$ cat config.mk
export PLATFORM = sky130hd
export DESIGN_NAME = ifc_card
export DESIGN_NICKNAME = d
export VERILOG_FILES = /design/src/hw/ifc_pkg.sv /design/src/hw/ifc_card.sv
export VERILOG_INCLUDE_DIRS = /design/src /design/src/hw
export SDC_FILE = /design/constraint.sdc
export NUM_CORES = 1
export LEC_CHECK = 0
export ABC_AREA = 1
export BUFFER_PORTS_ARGS = -buffer_cell sky130_fd_sc_hd__buf_2
export CAP_MARGIN = 20
export CELL_PAD_IN_SITES_DETAIL_PLACEMENT = 1
export CELL_PAD_IN_SITES_GLOBAL_PLACEMENT = 1
export CORE_AREA = 2 2 92 94
export DETAILED_ROUTE_END_ITERATION = 8
export DIE_AREA = 0 0 94 96
export GPL_TIMING_DRIVEN = 0
export PLACE_DENSITY = 0.73
export SYNTH_ARGS = -nofsm -noshare
export SYNTH_HDL_FRONTEND = slang
export SYNTH_SLANG_ARGS = --single-unit
$ cat constraint.sdc
create_clock -name clk_i -period 1.1 [get_ports clk_i]
set_input_delay 0.11 -clock clk_i [delete_from_list [all_inputs] [get_ports clk_i]]
set_output_delay 0.11 -clock clk_i [all_outputs]
set_load 0.02 [all_outputs]
$ cat src/hw/ifc_consts.svh
`ifndef IFC_CONSTS_SVH
`define IFC_CONSTS_SVH

`define IFC_CLK_MHZ 125
`define IFC_PULSE_NS 100
`define IFC_PULSE_CYC ((`IFC_PULSE_NS * `IFC_CLK_MHZ + 999) / 1000)
`define IFC_CNT_W 5

`define IFC_ADR_CTRL 4'h0
`define IFC_ADR_STAT 4'h4
`define IFC_ADR_W 4

`define IFC_CTRL_RESTRICT 0
`define IFC_CTRL_RESET 32'h0000_0001

`define IFC_ST_FLAG 0
`define IFC_ST_FBUF 1
`define IFC_ST_CTL 2
`define IFC_ST_IRQ 3
`define IFC_ST_ACTIVE 4
`define IFC_ST_CMD1 5
`define IFC_ST_CMD2 6
`define IFC_ST_GUARD 7
`define IFC_ST_FULL 8

`endif

$ cat src/hw/ifc_pkg.sv
package ifc_pkg;

    typedef struct packed {
        logic set_control_instr;
        logic clear_control_instr;
        logic set_flag_instr;
        logic clear_flag_instr;
        logic skip_if_flag_set_instr;
        logic skip_if_flag_clear_instr;
    } ifc_instr_t;

    typedef enum logic [0:0] {
        DLY_IDLE = 1'b0,
        DLY_WAIT = 1'b1
    } ifc_dly_t;

endpackage

$ cat src/hw/ifc_card.sv
`include "ifc_consts.svh"

// What this block does
// - Flag sets at T2 when buffer high
// - Clear-flag instruction resets flag
// - Buffer set by set-flag, preset, unread data
// - Buffer cleared by clear-flag or acknowledge
// - Request sets at T5 when all true
// - Request resets at T2 unless a T5 sets it in the same cycle
// - Priority out low blocks lower cards
// - Skip on skip-if-set while flag set
// - Restricting jumper: skip-if-clear never skips
// - Input active set and cleared by instructions
// - Guard blocks modifier; clears at T2
// - Inactive input closes port, empties FIFO
// - No input register clear during read
// - Commands only while control set
// - Control rising edge issues first command
// - Device flag ends pending command
// - Next command 100 ns after trigger
// - Control reset forces commands inactive
// - Command is open-collector, active low
// - Indicator lit while command line low
// - Control set/cleared by instructions, reset
// - One 100 ns pulse per flag edge
module ifc_card (
    input wire logic clk_i,
    input wire logic rst_i,
    input wire logic [31:0] wb_adr_i,
    input wire logic [31:0] wb_dat_i,
    input wire logic [3:0] wb_sel_i,
    input wire logic wb_we_i,
    input wire logic wb_cyc_i,
    input wire logic wb_stb_i,
    output logic [31:0] wb_dat_o,
    output logic wb_ack_o,
    input wire ifc_pkg::ifc_instr_t instr_i,
    input wire logic phase_two_strobe_i,
    input wire logic request_phase_strobe_i,
    input wire logic interrupt_acknowledge_i,
    input wire logic preset_io_pulse_i,
    input wire logic global_control_reset_i,
    input wire logic interrupt_system_on_i,
    input wire logic priority_in_i,
    input wire logic interface_read_strobe_i,
    input wire logic register_full_i,
    input wire logic next_command_trigger_i,
    input wire logic device_flag_n_i,
    input wire logic device_command_n_i,
    output logic device_command_n_o,
    output logic device_command_oe_n_o,
    output logic command_led_o,
    output logic flag_edge_pulse_o,
    output logic irq_a_o,
    output logic irq_b_o,
    output logic priority_out_o,
    output logic skip_response_o,
    output logic input_active_o,
    output logic fifo_empty_force_o,
    output logic in_reg_clear_o
);

    localparam logic [`IFC_CNT_W-1:0] PULSE_CYC =
        `IFC_CNT_W'(`IFC_PULSE_CYC);

    logic flag_q;
    logic fbuf_q;
    logic irq_q;
    logic ctl_q;
    logic ctl_prev_q;
    logic active_q;
    logic guard_q;
    logic cmd1_q;
    logic cmd2_q;
    logic restrict_q;
    logic flag_prev_q;
    logic [`IFC_CNT_W-1:0] fp_cnt_q;
    logic trig_prev_q;
    ifc_pkg::ifc_dly_t dly_q;
    logic [`IFC_CNT_W-1:0] dly_cnt_q;
    logic flag_edge;
    logic trig_edge;
    logic own_request_active;
    logic flag_buffer_set_term;
    logic cmd_any;
    logic wb_req;

    assign own_request_active = irq_q;
    assign flag_edge = ~device_flag_n_i & ~flag_prev_q;
    assign trig_edge = next_command_trigger_i & ~trig_prev_q;
    assign cmd_any = cmd1_q | cmd2_q;
    assign wb_req = wb_cyc_i & wb_stb_i & ~wb_ack_o;
    // Suppressed while a clear-flag is under way
    assign flag_buffer_set_term = ~flag_q & register_full_i &
        ~instr_i.clear_flag_instr;

    // Classic Wishbone slave, one wait state
    always_ff @(posedge clk_i) begin
        if (rst_i) begin
            wb_ack_o <= 1'b0;
        end else begin
            wb_ack_o <= wb_req;
        end
    end

    always_ff @(posedge clk_i) begin
        if (rst_i) begin
            restrict_q <= 1'(`IFC_CTRL_RESET);
        end else if (wb_req && wb_we_i && wb_sel_i[0] &&
                     wb_adr_i[`IFC_ADR_W-1:0] == `IFC_ADR_CTRL) begin
            restrict_q <= wb_dat_i[`IFC_CTRL_RESTRICT];
        end
    end

    // Unmapped addresses read as zero
    always_ff @(posedge clk_i) begin
        if (rst_i) begin
            wb_dat_o <= 32'h0000_0000;
        end else if (wb_req && !wb_we_i) begin
            wb_dat_o <= 32'h0000_0000;
            case (wb_adr_i[`IFC_ADR_W-1:0])
                `IFC_ADR_CTRL: begin
                    wb_dat_o[`IFC_CTRL_RESTRICT] <= restrict_q;
                end
                `IFC_ADR_STAT: begin
                    wb_dat_o[`IFC_ST_FLAG] <= flag_q;
                    wb_dat_o[`IFC_ST_FBUF] <= fbuf_q;
                    wb_dat_o[`IFC_ST_CTL] <= ctl_q;
                    wb_dat_o[`IFC_ST_IRQ] <= irq_q;
                    wb_dat_o[`IFC_ST_ACTIVE] <= active_q;
                    wb_dat_o[`IFC_ST_CMD1] <= cmd1_q;
                    wb_dat_o[`IFC_ST_CMD2] <= cmd2_q;
                    wb_dat_o[`IFC_ST_GUARD] <= guard_q;
                    wb_dat_o[`IFC_ST_FULL] <= register_full_i;
                end
                default: begin
                    wb_dat_o <= 32'h0000_0000;
                end
            endcase
        end
    end

    // Set wins over a coincident clear
    always_ff @(posedge clk_i) begin
        if (rst_i) begin
            flag_q <= 1'b0;
        end else if (phase_two_strobe_i && fbuf_q) begin
            flag_q <= 1'b1;
        end else if (instr_i.clear_flag_instr) begin
            flag_q <= 1'b0;
        end
    end

    always_ff @(posedge clk_i) begin
        if (rst_i) begin
            fbuf_q <= 1'b0;
        end else if (instr_i.set_flag_instr || preset_io_pulse_i ||
                     flag_buffer_set_term) begin
            fbuf_q <= 1'b1;
        end else if (instr_i.clear_flag_instr ||
                     (interrupt_acknowledge_i && own_request_active)) begin
            fbuf_q <= 1'b0;
        end
    end

    always_ff @(posedge clk_i) begin
        if (rst_i) begin
            irq_q <= 1'b0;
        end else if (request_phase_strobe_i && flag_q && fbuf_q &&
                     ctl_q && priority_in_i && interrupt_system_on_i) begin
            irq_q <= 1'b1;
        end else if (phase_two_strobe_i) begin
            irq_q <= 1'b0;
        end
    end

    always_ff @(posedge clk_i) begin
        if (rst_i) begin
            irq_a_o <= 1'b0;
            irq_b_o <= 1'b0;
            priority_out_o <= 1'b1;
            skip_response_o <= 1'b0;
        end else begin
            irq_a_o <= irq_q;
            irq_b_o <= irq_q;
            priority_out_o <= priority_in_i &&
                !(ctl_q && flag_q && interrupt_system_on_i);
            skip_response_o <=
                (instr_i.skip_if_flag_set_instr && flag_q) ||
                (instr_i.skip_if_flag_clear_instr && !flag_q &&
                 !restrict_q);
        end
    end

    always_ff @(posedge clk_i) begin
        if (rst_i) begin
            ctl_q <= 1'b0;
        end else if (instr_i.clear_control_instr ||
                     global_control_reset_i) begin
            ctl_q <= 1'b0;
        end else if (instr_i.set_control_instr) begin
            ctl_q <= 1'b1;
        end
    end

    // Guard outlives the instruction until the next T2
    always_ff @(posedge clk_i) begin
        if (rst_i) begin
            guard_q <= 1'b0;
        end else if (instr_i.clear_control_instr &&
                     instr_i.clear_flag_instr) begin
            guard_q <= 1'b1;
        end else if (phase_two_strobe_i) begin
            guard_q <= 1'b0;
        end
    end

    // With the guard clear, a lone clear-flag opens the input without commands
    always_ff @(posedge clk_i) begin
        if (rst_i) begin
            active_q <= 1'b0;
        end else if (instr_i.clear_control_instr) begin
            active_q <= 1'b0;
        end else if (instr_i.set_control_instr ||
                     (instr_i.clear_flag_instr && !guard_q)) begin
            active_q <= 1'b1;
        end
    end

    always_ff @(posedge clk_i) begin
        if (rst_i) begin
            input_active_o <= 1'b0;
            fifo_empty_force_o <= 1'b1;
            in_reg_clear_o <= 1'b1;
        end else begin
            input_active_o <= active_q;
            fifo_empty_force_o <= !active_q;
            in_reg_clear_o <= !active_q &&
                !interface_read_strobe_i;
        end
    end

    // Edge only: a held flag gives a single pulse
    always_ff @(posedge clk_i) begin
        if (rst_i) begin
            flag_prev_q <= 1'b0;
            fp_cnt_q <= '0;
        end else begin
            flag_prev_q <= ~device_flag_n_i;
            if (flag_edge) begin
                fp_cnt_q <= PULSE_CYC;
            end else if (fp_cnt_q != '0) begin
                fp_cnt_q <= fp_cnt_q - 1'b1;
            end
        end
    end

    always_ff @(posedge clk_i) begin
        if (rst_i) begin
            flag_edge_pulse_o <= 1'b0;
        end else begin
            flag_edge_pulse_o <= flag_edge || fp_cnt_q > 1;
        end
    end

    always_ff @(posedge clk_i) begin
        if (rst_i) begin
            ctl_prev_q <= 1'b0;
            trig_prev_q <= 1'b0;
        end else begin
            ctl_prev_q <= ctl_q;
            trig_prev_q <= next_command_trigger_i;
        end
    end

    // Delay keeps next command clear of the flag edge
    always_ff @(posedge clk_i) begin
        if (rst_i) begin
            dly_q <= ifc_pkg::DLY_IDLE;
            dly_cnt_q <= '0;
        end else if (!ctl_q) begin
            dly_q <= ifc_pkg::DLY_IDLE;
            dly_cnt_q <= '0;
        end else begin
            case (dly_q)
                ifc_pkg::DLY_IDLE: begin
                    if (trig_edge) begin
                        dly_q <= ifc_pkg::DLY_WAIT;
                        dly_cnt_q <= PULSE_CYC;
                    end
                end
                ifc_pkg::DLY_WAIT: begin
                    dly_cnt_q <= dly_cnt_q - 1'b1;
                    if (dly_cnt_q == `IFC_CNT_W'(1)) begin
                        dly_q <= ifc_pkg::DLY_IDLE;
                    end
                end
                default: begin
                    dly_q <= ifc_pkg::DLY_IDLE;
                end
            endcase
        end
    end

    always_ff @(posedge clk_i) begin
        if (rst_i) begin
            cmd1_q <= 1'b0;
            cmd2_q <= 1'b0;
        end else if (!ctl_q) begin
            cmd1_q <= 1'b0;
            cmd2_q <= 1'b0;
        end else if (flag_edge) begin
            cmd1_q <= 1'b0;
            cmd2_q <= 1'b0;
        end else begin
            if (!ctl_prev_q) begin
                cmd1_q <= 1'b1;
            end
            if (dly_q == ifc_pkg::DLY_WAIT &&
                dly_cnt_q == `IFC_CNT_W'(1)) begin
                cmd2_q <= 1'b1;
            end
        end
    end

    // Pin only pulls low; pull-up is off chip
    always_ff @(posedge clk_i) begin
        if (rst_i) begin
            device_command_n_o <= 1'b0;
            device_command_oe_n_o <= 1'b1;
            command_led_o <= 1'b0;
        end else begin
            device_command_n_o <= 1'b0;
            device_command_oe_n_o <= !cmd_any;
            command_led_o <= !device_command_n_i;
        end
    end

    // Ages counted here; long repeats would choke the tools
    logic [`IFC_CNT_W-1:0] edge_age_q;
    logic [`IFC_CNT_W-1:0] trig_age_q;

    always_ff @(posedge clk_i) begin
        if (rst_i) begin
            edge_age_q <= '1;
        end else if (flag_edge) begin
            edge_age_q <= '0;
        end else if (edge_age_q != '1) begin
            edge_age_q <= edge_age_q + 1'b1;
        end
    end

    always_ff @(posedge clk_i) begin
        if (rst_i) begin
            trig_age_q <= '0;
        end else if (trig_edge && ctl_q && dly_q == ifc_pkg::DLY_IDLE) begin
            trig_age_q <= `IFC_CNT_W'(1);
        end else if (trig_age_q != '0 && trig_age_q <= PULSE_CYC &&
                     ctl_q && !flag_edge) begin
            trig_age_q <= trig_age_q + 1'b1;
        end else begin
            trig_age_q <= '0;
        end
    end
endmodule

* After elaboration in Yosys (flattened, before gate mapping)
Index checks and enable logic that the tools add are counted.
** Word-level totals
- Bits in registers :: 42
- Latch bits :: 0
- Bits in writable memories :: 0
- Bits in read-only memories :: 0
- Input port bits :: 91
- Output and inout bits :: 44
- Memories :: 0
** Operators by class
- Add/sub/neg operators :: 2
- Multiply operators :: 0
- Divide/modulo/power cells :: 0
- Order comparisons :: 1
- Eq/ne operators :: 3
- Shift operators :: 0
- Muxes and demuxes :: 16
- Bitwise operators :: 15
- Reductions and logical operators :: 49
** Operators by type and width (count)
- $logic_and 1x1->1 :: 21
- $pmux 5 s2 :: 1
- $reduce_bool 2->1 :: 5
- $sub 5x1->5 const B :: 2
- $logic_not 1->1 :: 9
- $mux 1 :: 9
- $mux 4 :: 2
- $mux 8 :: 1
- $not 1->1 :: 8
- $reduce_or 2->1 :: 4
- $logic_or 1x1->1 :: 7
- $and 1x1->1 :: 6
- $eq 5x1->1 const B :: 1
- $gt 5x1->1 const B :: 1
- $mux 5 :: 1
- $reduce_bool 5->1 :: 1
- $eq 4x3->1 const B :: 1
- $logic_not 4->1 :: 1
- $pmux 1 s2 :: 2
- $reduce_or 3->1 :: 1
- $ne 2x2->1 const B :: 1
- $or 1x1->1 :: 1

* Longest topological paths before layout
Gate-level depths: netlist of the first run.
- Word-level depth :: 6
- Depth in mapped cells :: 7
- Mapped depth without buffers :: 7

* Worst setup path before layout of the first run
Ideal clock, no wire load.
- Path type :: flip-flop to flip-flop
- Start point :: reg fp_cnt_q[0]
- End point :: reg fp_cnt_q[1]
- Arrival time :: 951 ps
- Required time :: 984 ps
- Setup slack :: 33 ps
- Stages on the path, launching flop included :: 6
- Cell sequence :: dfxtp_1 -> inv_1 -> ha_1 -> nand3_1 -> nand2_1 -> nor3b_2
** Between the ends
- Longest elaborated chain between the ends :: 1
** Ends and longest elaborated chain
- from (decl) :: line ifc_card.sv:77 : logic [`IFC_CNT_W-1:0] fp_cnt_q;
- from (signal assigned) :: line ifc_card.sv:253 : fp_cnt_q <= fp_cnt_q - 1'b1;
- $sub 5x1->5 / $reduce_bool 5->1 (equally long branches) :: line ifc_card.sv:253, ifc_card.sv:252
Parallel ways exist; a longest one is shown, timed or not.
A chain may end at the register's enable or synchronous reset.

* Final worst setup path of the first run
- Start point :: reg dly_cnt_q[0]
- End point :: reg dly_q
** Between the ends
- Longest elaborated chain between the ends :: 3
** Ends and longest elaborated chain
- from (decl) :: line ifc_card.sv:80 : logic [`IFC_CNT_W-1:0] dly_cnt_q;
- from (signal assigned) :: line ifc_card.sv:293 : dly_cnt_q <= dly_cnt_q - 1'b1;
- $eq 5x1->1 :: line ifc_card.sv:294 : if (dly_cnt_q == `IFC_CNT_W'(1)) begin
- $mux 1 :: line ifc_card.sv:294
- $pmux 1 s2 :: line ifc_card.sv:285 : case (dly_q)
- to (signal assigned) :: line ifc_card.sv:288 : dly_q <= ifc_pkg::DLY_WAIT;
- to (signal assigned) :: line ifc_card.sv:295 : dly_q <= ifc_pkg::DLY_IDLE;
- to (signal assigned) :: line ifc_card.sv:299 : dly_q <= ifc_pkg::DLY_IDLE;
- to (decl) :: line ifc_card.sv:79 : ifc_pkg::ifc_dly_t dly_q;
Every way passes these cells.

==> results of run 1 <==
power by group through the flow:
stage	Combinational (mW)	Clock, mW	Sequential [mW]
floorplan	0.386	0	1.69
global placement	0.554	0	1.66
detailed placement	0.572	0	1.66
CTS	0.608	1.10	1.63
global route	0.696	1.17	1.65
finish	0.628	1.06	1.64
final timing paths:
path | from | to | slack [ps] | depth (start not counted)
hold / removal | priority_in_i | priority_out_o | 20 | 3
setup / recovery | dly_cnt_q[0] | dly_q | 8 | 6
setup reg to reg | dly_cnt_q[0] | dly_q | 8 | 6
hold reg to reg | ctl_prev_q | cmd1_q | 420 | 1
area by class of cell:
cell class	count	area (um^2)
Fill cell	1015	5370
Multi-Input combinational cell	163	923
Sequential cell	42	846
Timing Repair Buffer	58	332
Buffer	30	231
Tap cell	105	131
Inverter	31	124
Clock buffer	6	82.6
Clock inverter	2	12.5
critical path, stage by stage (launching register included):
cell     delay (ps)
dfxtp_2         330
buf_4           120
buf_4           120
ha_1            180
nand4_1          90
nand2_1          80
nor2_1           90
cell families (layout without fill, tap and decap cells):
| logic type | count (synthesis) | count (layout) | share of synthesized area, % |
|---|---|---|---|
| buffers and inverters | 61 | 127 | 18.1 |
| DFF | 42 | 42 | 43.1 |
| and+or+nand+nor | 101 | 101 | 26.3 |
| AOI/OAI and AO/OA | 34 | 34 | 9.69 |
| other | 1 | 24 | 0.192 |
| adders and majority gates | 4 | 4 | 2.57 |
repair_timing:
item | 4_1_cts | 5_1_grt
setup endpoints to repair | 7 | 13
buffers inserted | 1 | 6
hold endpoints to repair | 4 | 0
gates resized for setup | 8 | 20
pin swaps | 0 | 4
hold buffers | 4 | 0
gates cloned | 0 | 0
stage by stage:
stage                     util [%]  total power, mW  hold WS [ps]
after floorplan                  -             2.07           177
after global placement        29.8             2.21           262
after detailed placement      29.8             2.23           265
after CTS                     31.9             3.33          16.9
after global routing          33.3             3.51          28.1
final                         33.3             3.32          20.1
routing by layer:
layer / share of wire [%] / up-vias / wire [um] / track usage [%]
met5: 0 / - / 0 / 0
met4: 1.9 / 0 / 96 / 5.43
met3: 5.9 / 7 / 303 / 2.51
met2: 52 / 50 / 2660 / 20.7
met1: 40 / 842 / 2050 / 11.9
li1: - / 901 / - / -
layout by cell type, fill, tap and decap left out, types with 2 or more instances in the layout:
cell	count
buf_2	49
dfxtp_1	38
nand2_1	32
buf_4	32
nor2_1	25
inv_1	24
conb_1	24
nand3_1	15
a21oi_1	14
o21ai_0	6
clkbuf_8	6
inv_2	5
nor2_2	5
nand4_1	5
dfxtp_2	4
dlygate4sd3_1	4
or2_1	3
o21ai_2	3
nor2_4	3
nand2_2	3
o21ai_1	3
nand3_2	2
buf_6	2
a31oi_1	2
nand3_4	2
nor3_2	2
ha_4	2
ha_1	2
==> results.txt, run 1 <==
status: finished clean
RSZ-0062 raised after global routing: yes
die area: 9020 um^2
Syn Inst Count: 243
CTS tree: done
pwr dens: 1240 nW/um^2
max reg flops: 9
Worst-path clk slew: 80 ps
first-pass GRT wire length: 7800 um
setup ws final: 8.10 ps
Pre-antenna DRT Iters: 4
fin area: 2680 um^2
core footprint: 8050 um^2
fin cells: 437
routed len/inst: 11.7 um
most frequent cells after synthesis: 42 x dfxtp_1, 33 x nand2_1, 29 x inv_1
internal power: 2.35 mW
Comb power frac: 18.9%
Clk pwr share: 31.8%
placed insts: 418
Tot GR Track Use: 11.1%
CP max FO: 2
DR iter-0 viols: 24
port bufs: 47
Detail Route Antenna Nets: 0
Synth area leaders: dfxtp_1 43%, buf_4 10%, nand2_1 6.4%
Rows: 33
Critical Path End Type: register
top-count cell post-synth: dfxtp_1
clock skew: 4.17 ps
ys flop type: dfxtp_1
Area growth syn-to-layout: 37.6%
Detail Placement HPWL: 3890 um
CP required: 1330 ps
Sink Count: 42
Min-Delay Path Class: in -> reg
layout cells sized above 1: 38.9%
post-synthesis register bit count: 42
async set-reset flop share out of synthesis: 0%
Initial Util: 24.2%
gpl congestion: 0.755
clock latency on the worst-skew pair: 300 ps
antenna violations before repair: 0
total wire length: 5110 um
startpoint types: register
Die H: 96 um
total number of vias: 1,800
H-tree Lvls: 2
largest net degree at the start of global routing: 14
max-slew violation count: 0
dpl cell area: 2400 um^2
Peak VDD IR: 0.000545 V
Max Fclk: 0.916 GHz
Vias per Instance: 4.12
Fin Setup TNS: 0 ps
Max Root-Sink Buffers: 2
Synth top area share: 43.1%
Top-Level Pins: 135
syn_area_per_cell: 8.02 um^2
crit path kind: reg -> reg
vias in the first global route: 1,767
Netlist cell types: 35
Reg power frac: 49.3%
Final Hold Fails: 0
Switch Pwr: 0.968 mW
Final Setup Violations: 0
Layout Nets: 426
max-cap viol count: 0
Sw Share: 29.2%
synth warn: 0
dpl ws: -111 ps
Antenna diodes: 0
Worst EP arrival: 1320 ps
drt drc: 0
post-synthesis sequential area ratio: 43.1%
Clock Tree Root: clkbuf_8
Post-synth EDFFs: 0
CTS Buf Count: 5
Top reg by flops: wb_dat_o
grt ovf: 0
Largest regs: wb_dat_o: 9 flops, dly_cnt_q: 5 flops, fp_cnt_q: 5 flops
area leader, netlist: dfxtp_1
LEAKAGE: 1.28 nW
area of the mapped netlist: 1950 um^2
period utilization: 99.3%
Die X: 94 um
Final Critical Period: 1090 ps
Power figures use the tool's default switching activity.
==> inputs of run 2 (changes only) <==
clock period = 0.9 ns   (was 1.1 ns; I/O delays follow)
==> results.txt, run 2 (synthesis results as in run 1) <==
Tot GR Track Use: 12.1% (was 11.1%)
die area: 9020 um^2 (unchanged)
crit path kind: reg -> reg (unchanged)
crit path from: wb_ack_o (was dly_cnt_q[0])
Clk pwr share: 29.0% (was 31.8%)
Multi-input gate area: 1060 um^2 (was 923 um^2)
Crit-path slowest cell: dfxtp_2 (unchanged)
FF/Latch Area: 867 um^2 (was 846 um^2)
startpoint types: register (unchanged)
max reg flops: 9 (unchanged)
commonest cells after routing, fill and taps aside: 46 x buf_4, 35 x buf_2, 25 x nand2_1 (was 49 x buf_2, 38 x dfxtp_1, 32 x nand2_1, 32 x buf_4, 25 x nor2_1)
max-cap viol count: 0 (unchanged)
Critical Path End Type: register (unchanged)
Detail Placement HPWL: 3780 um (was 3890 um)
total number of vias: 1,865 (was 1,800)
Sink Count: 42 (unchanged)
clock latency on the worst-skew pair: 300 ps (about the same)
Min-Delay Path Class: in -> reg (unchanged)
clock skew: 6.50 ps (was 4.17 ps)
status: finished, violations left (was finished clean)
Die X: 94 um (unchanged)
gpl congestion: 0.762 (was 0.755)
core footprint: 8050 um^2 (unchanged)
internal power: 2.97 mW (was 2.35 mW)
largest net degree at the start of global routing: 15 (was 14)
failing checks: setup timing
drt drc: 0 (unchanged)
worst hold start: next_command_trigger_i (was priority_in_i)
Comb power frac: 24.2% (was 18.9%)
RSZ-0062 raised after global routing: yes (unchanged)
Die H: 96 um (unchanged)
Final Hold Fails: 0 (unchanged)
CTS Buf Count: 5 (unchanged)
Max Root-Sink Buffers: 2 (unchanged)
routed len/inst: 12.1 um (was 11.7 um)
Final Critical Period: 1050 ps (was 1090 ps)
Clock Tree Root: clkbuf_8 (unchanged)
Sw Share: 31.1% (was 29.2%)
Rows: 33 (unchanged)
Detail Route Antenna Nets: 0 (unchanged)
Initial Util: 24.2% (unchanged)
met1 Track Usage GR: 13.8% (was 11.9%)
antenna violations before repair: 0 (unchanged)
busiest grt layer: met2 (unchanged)
pwr dens: 1430 nW/um^2 (was 1240 nW/um^2)
setup ws final: -148 ps (was 8.10 ps)
Vias per Instance: 4.15 (was 4.12)
Reg power frac: 46.8% (was 49.3%)
first-pass GRT wire length: 8550 um (was 7800 um)
layout cells sized above 1: 52.6% (was 38.9%)
Top-Level Pins: 135 (unchanged)
worst r2r src: wb_ack_o (was dly_cnt_q[0])
Final Util: 37.5% (was 33.3%)
Pre-antenna DRT Iters: 4 (unchanged)
met3 usage: 3.52% (was 2.51%)
Switch Pwr: 1.34 mW (was 0.968 mW)
port bufs: 47 (unchanged)
H-tree Lvls: 2 (unchanged)
period utilization: 116% (was 99.3%)
fillers: 996 (was 1,015)
Worst EP arrival: 1240 ps (was 1320 ps)
met2 Usage GRT: 22.0% (was 20.7%)
Largest regs: wb_dat_o: 9 flops, dly_cnt_q: 5 flops, fp_cnt_q: 5 flops (unchanged)
LEAKAGE: 1.39 nW (was 1.28 nW)
Antenna diodes: 0 (unchanged)
Final Setup Violations: 22 (was 0)
Top reg by flops: wb_dat_o (unchanged)
critical path, cell by cell: inv_2 -> nand3_4 -> nor2_4 -> buf_12 -> nor2_4 -> nand2_1 -> o21ai_1 (was buf_4 -> buf_4 -> ha_1 -> nand4_1 -> nand2_1 -> nor2_1)
CTS tree: done (unchanged)
Peak VDD IR: 0.000890 V (was 0.000545 V)
dpl ws: -139 ps (was -111 ps)
grt ovf: 0 (unchanged)
Largest stage delay, worst path: 330 ps (about the same)
CP required: 1090 ps (was 1330 ps)
Top cell by count, worst path: nor2_4 (was buf_4)
DR iter-0 viols: 32 (was 24)
most common cell after layout, fill and taps aside: buf_4 (was buf_2)
Max Fclk: 0.954 GHz (was 0.916 GHz)
total wire length: 5450 um (was 5110 um)
CP max FO: 7 (was 2)
vias in the first global route: 1,848 (was 1,767)
max-slew violation count: 0 (unchanged)
Layout Nets: 438 (was 426)
Worst-path clk slew: 80 ps (about the same)
Area growth syn-to-layout: 54.7% (was 37.6%)
-- run 2: path summary, 6_finish.rpt --
path,endpoint,slack [ps],depth (start not counted)
setup / recovery,wb_dat_o[6],-150,7
hold / removal,trig_prev_q,30,3
setup reg to reg,wb_dat_o[6],-150,7
hold reg to reg,cmd1_q,440,1
-- run 2: per-layer routing --
| metal | share of wire [%] | routed length (um) |
|---|---|---|
| met3 | 6.8 | 370 |
| met4 | 1.6 | 87 |
| met5 | 0 | 0 |
| met1 | 42 | 2310 |
| met2 | 49 | 2680 |
-- run 2: final cells by class --
class | count | area share [%]
Buffer | 29 | 7.63
Timing Repair Buffer | 70 | 16.8
Inverter | 31 | 4.36
Clock buffer | 5 | 2.28
Clock inverter | 3 | 0.705
Multi-Input combinational cell | 164 | 35.1
Sequential cell | 42 | 28.7
Tap cell | 105 | 4.36
-- run 2: worst max-delay path: cells and delay by family (launching register included) --
family	cells	cell delay, ps
and+or+nand+nor	4	340
buffers and inverters	2	220
AOI/OAI and AO/OA	1	50
DFF	1	330
-- run 2: through the flow --
stage | power (mW) | instance area [um^2] | setup TNS (ps) | instances | hold slack, ps
floorplan | 2.57 | 2090 | -291 | 266 | 157
global placement | 2.74 | 2460 | -939 | 418 | 242
detailed placement | 2.76 | 2460 | -1700 | 418 | 247
CTS | 4.18 | 2800 | -1460 | 441 | 27.3
global route | 4.52 | 3020 | -3270 | 449 | 32.2
finish | 4.30 | 3020 | -2000 | 449 | 30.5
-- run 2: timing repair --
action | CTS | global route
hold buffers | 5 | 0
cloned | 1 | 0
buffers inserted | 10 | 8
pin swaps | 15 | 18
endpoints found under the hold margin | 5 | 0
resized for setup | 43 | 45
setup endpoints to repair | 34 | 38
-- run 2: power by group through the flow --
stage | logic (mW) | registers [mW] | clock network, mW
6_report | 1.04 | 2.01 | 1.25
5_1_grt | 1.13 | 2.02 | 1.37
4_1_cts | 0.894 | 1.99 | 1.30
3_5_place_dp | 0.727 | 2.04 | 0
3_3_place_gp | 0.704 | 2.04 | 0
2_1_floorplan | 0.498 | 2.07 | 0
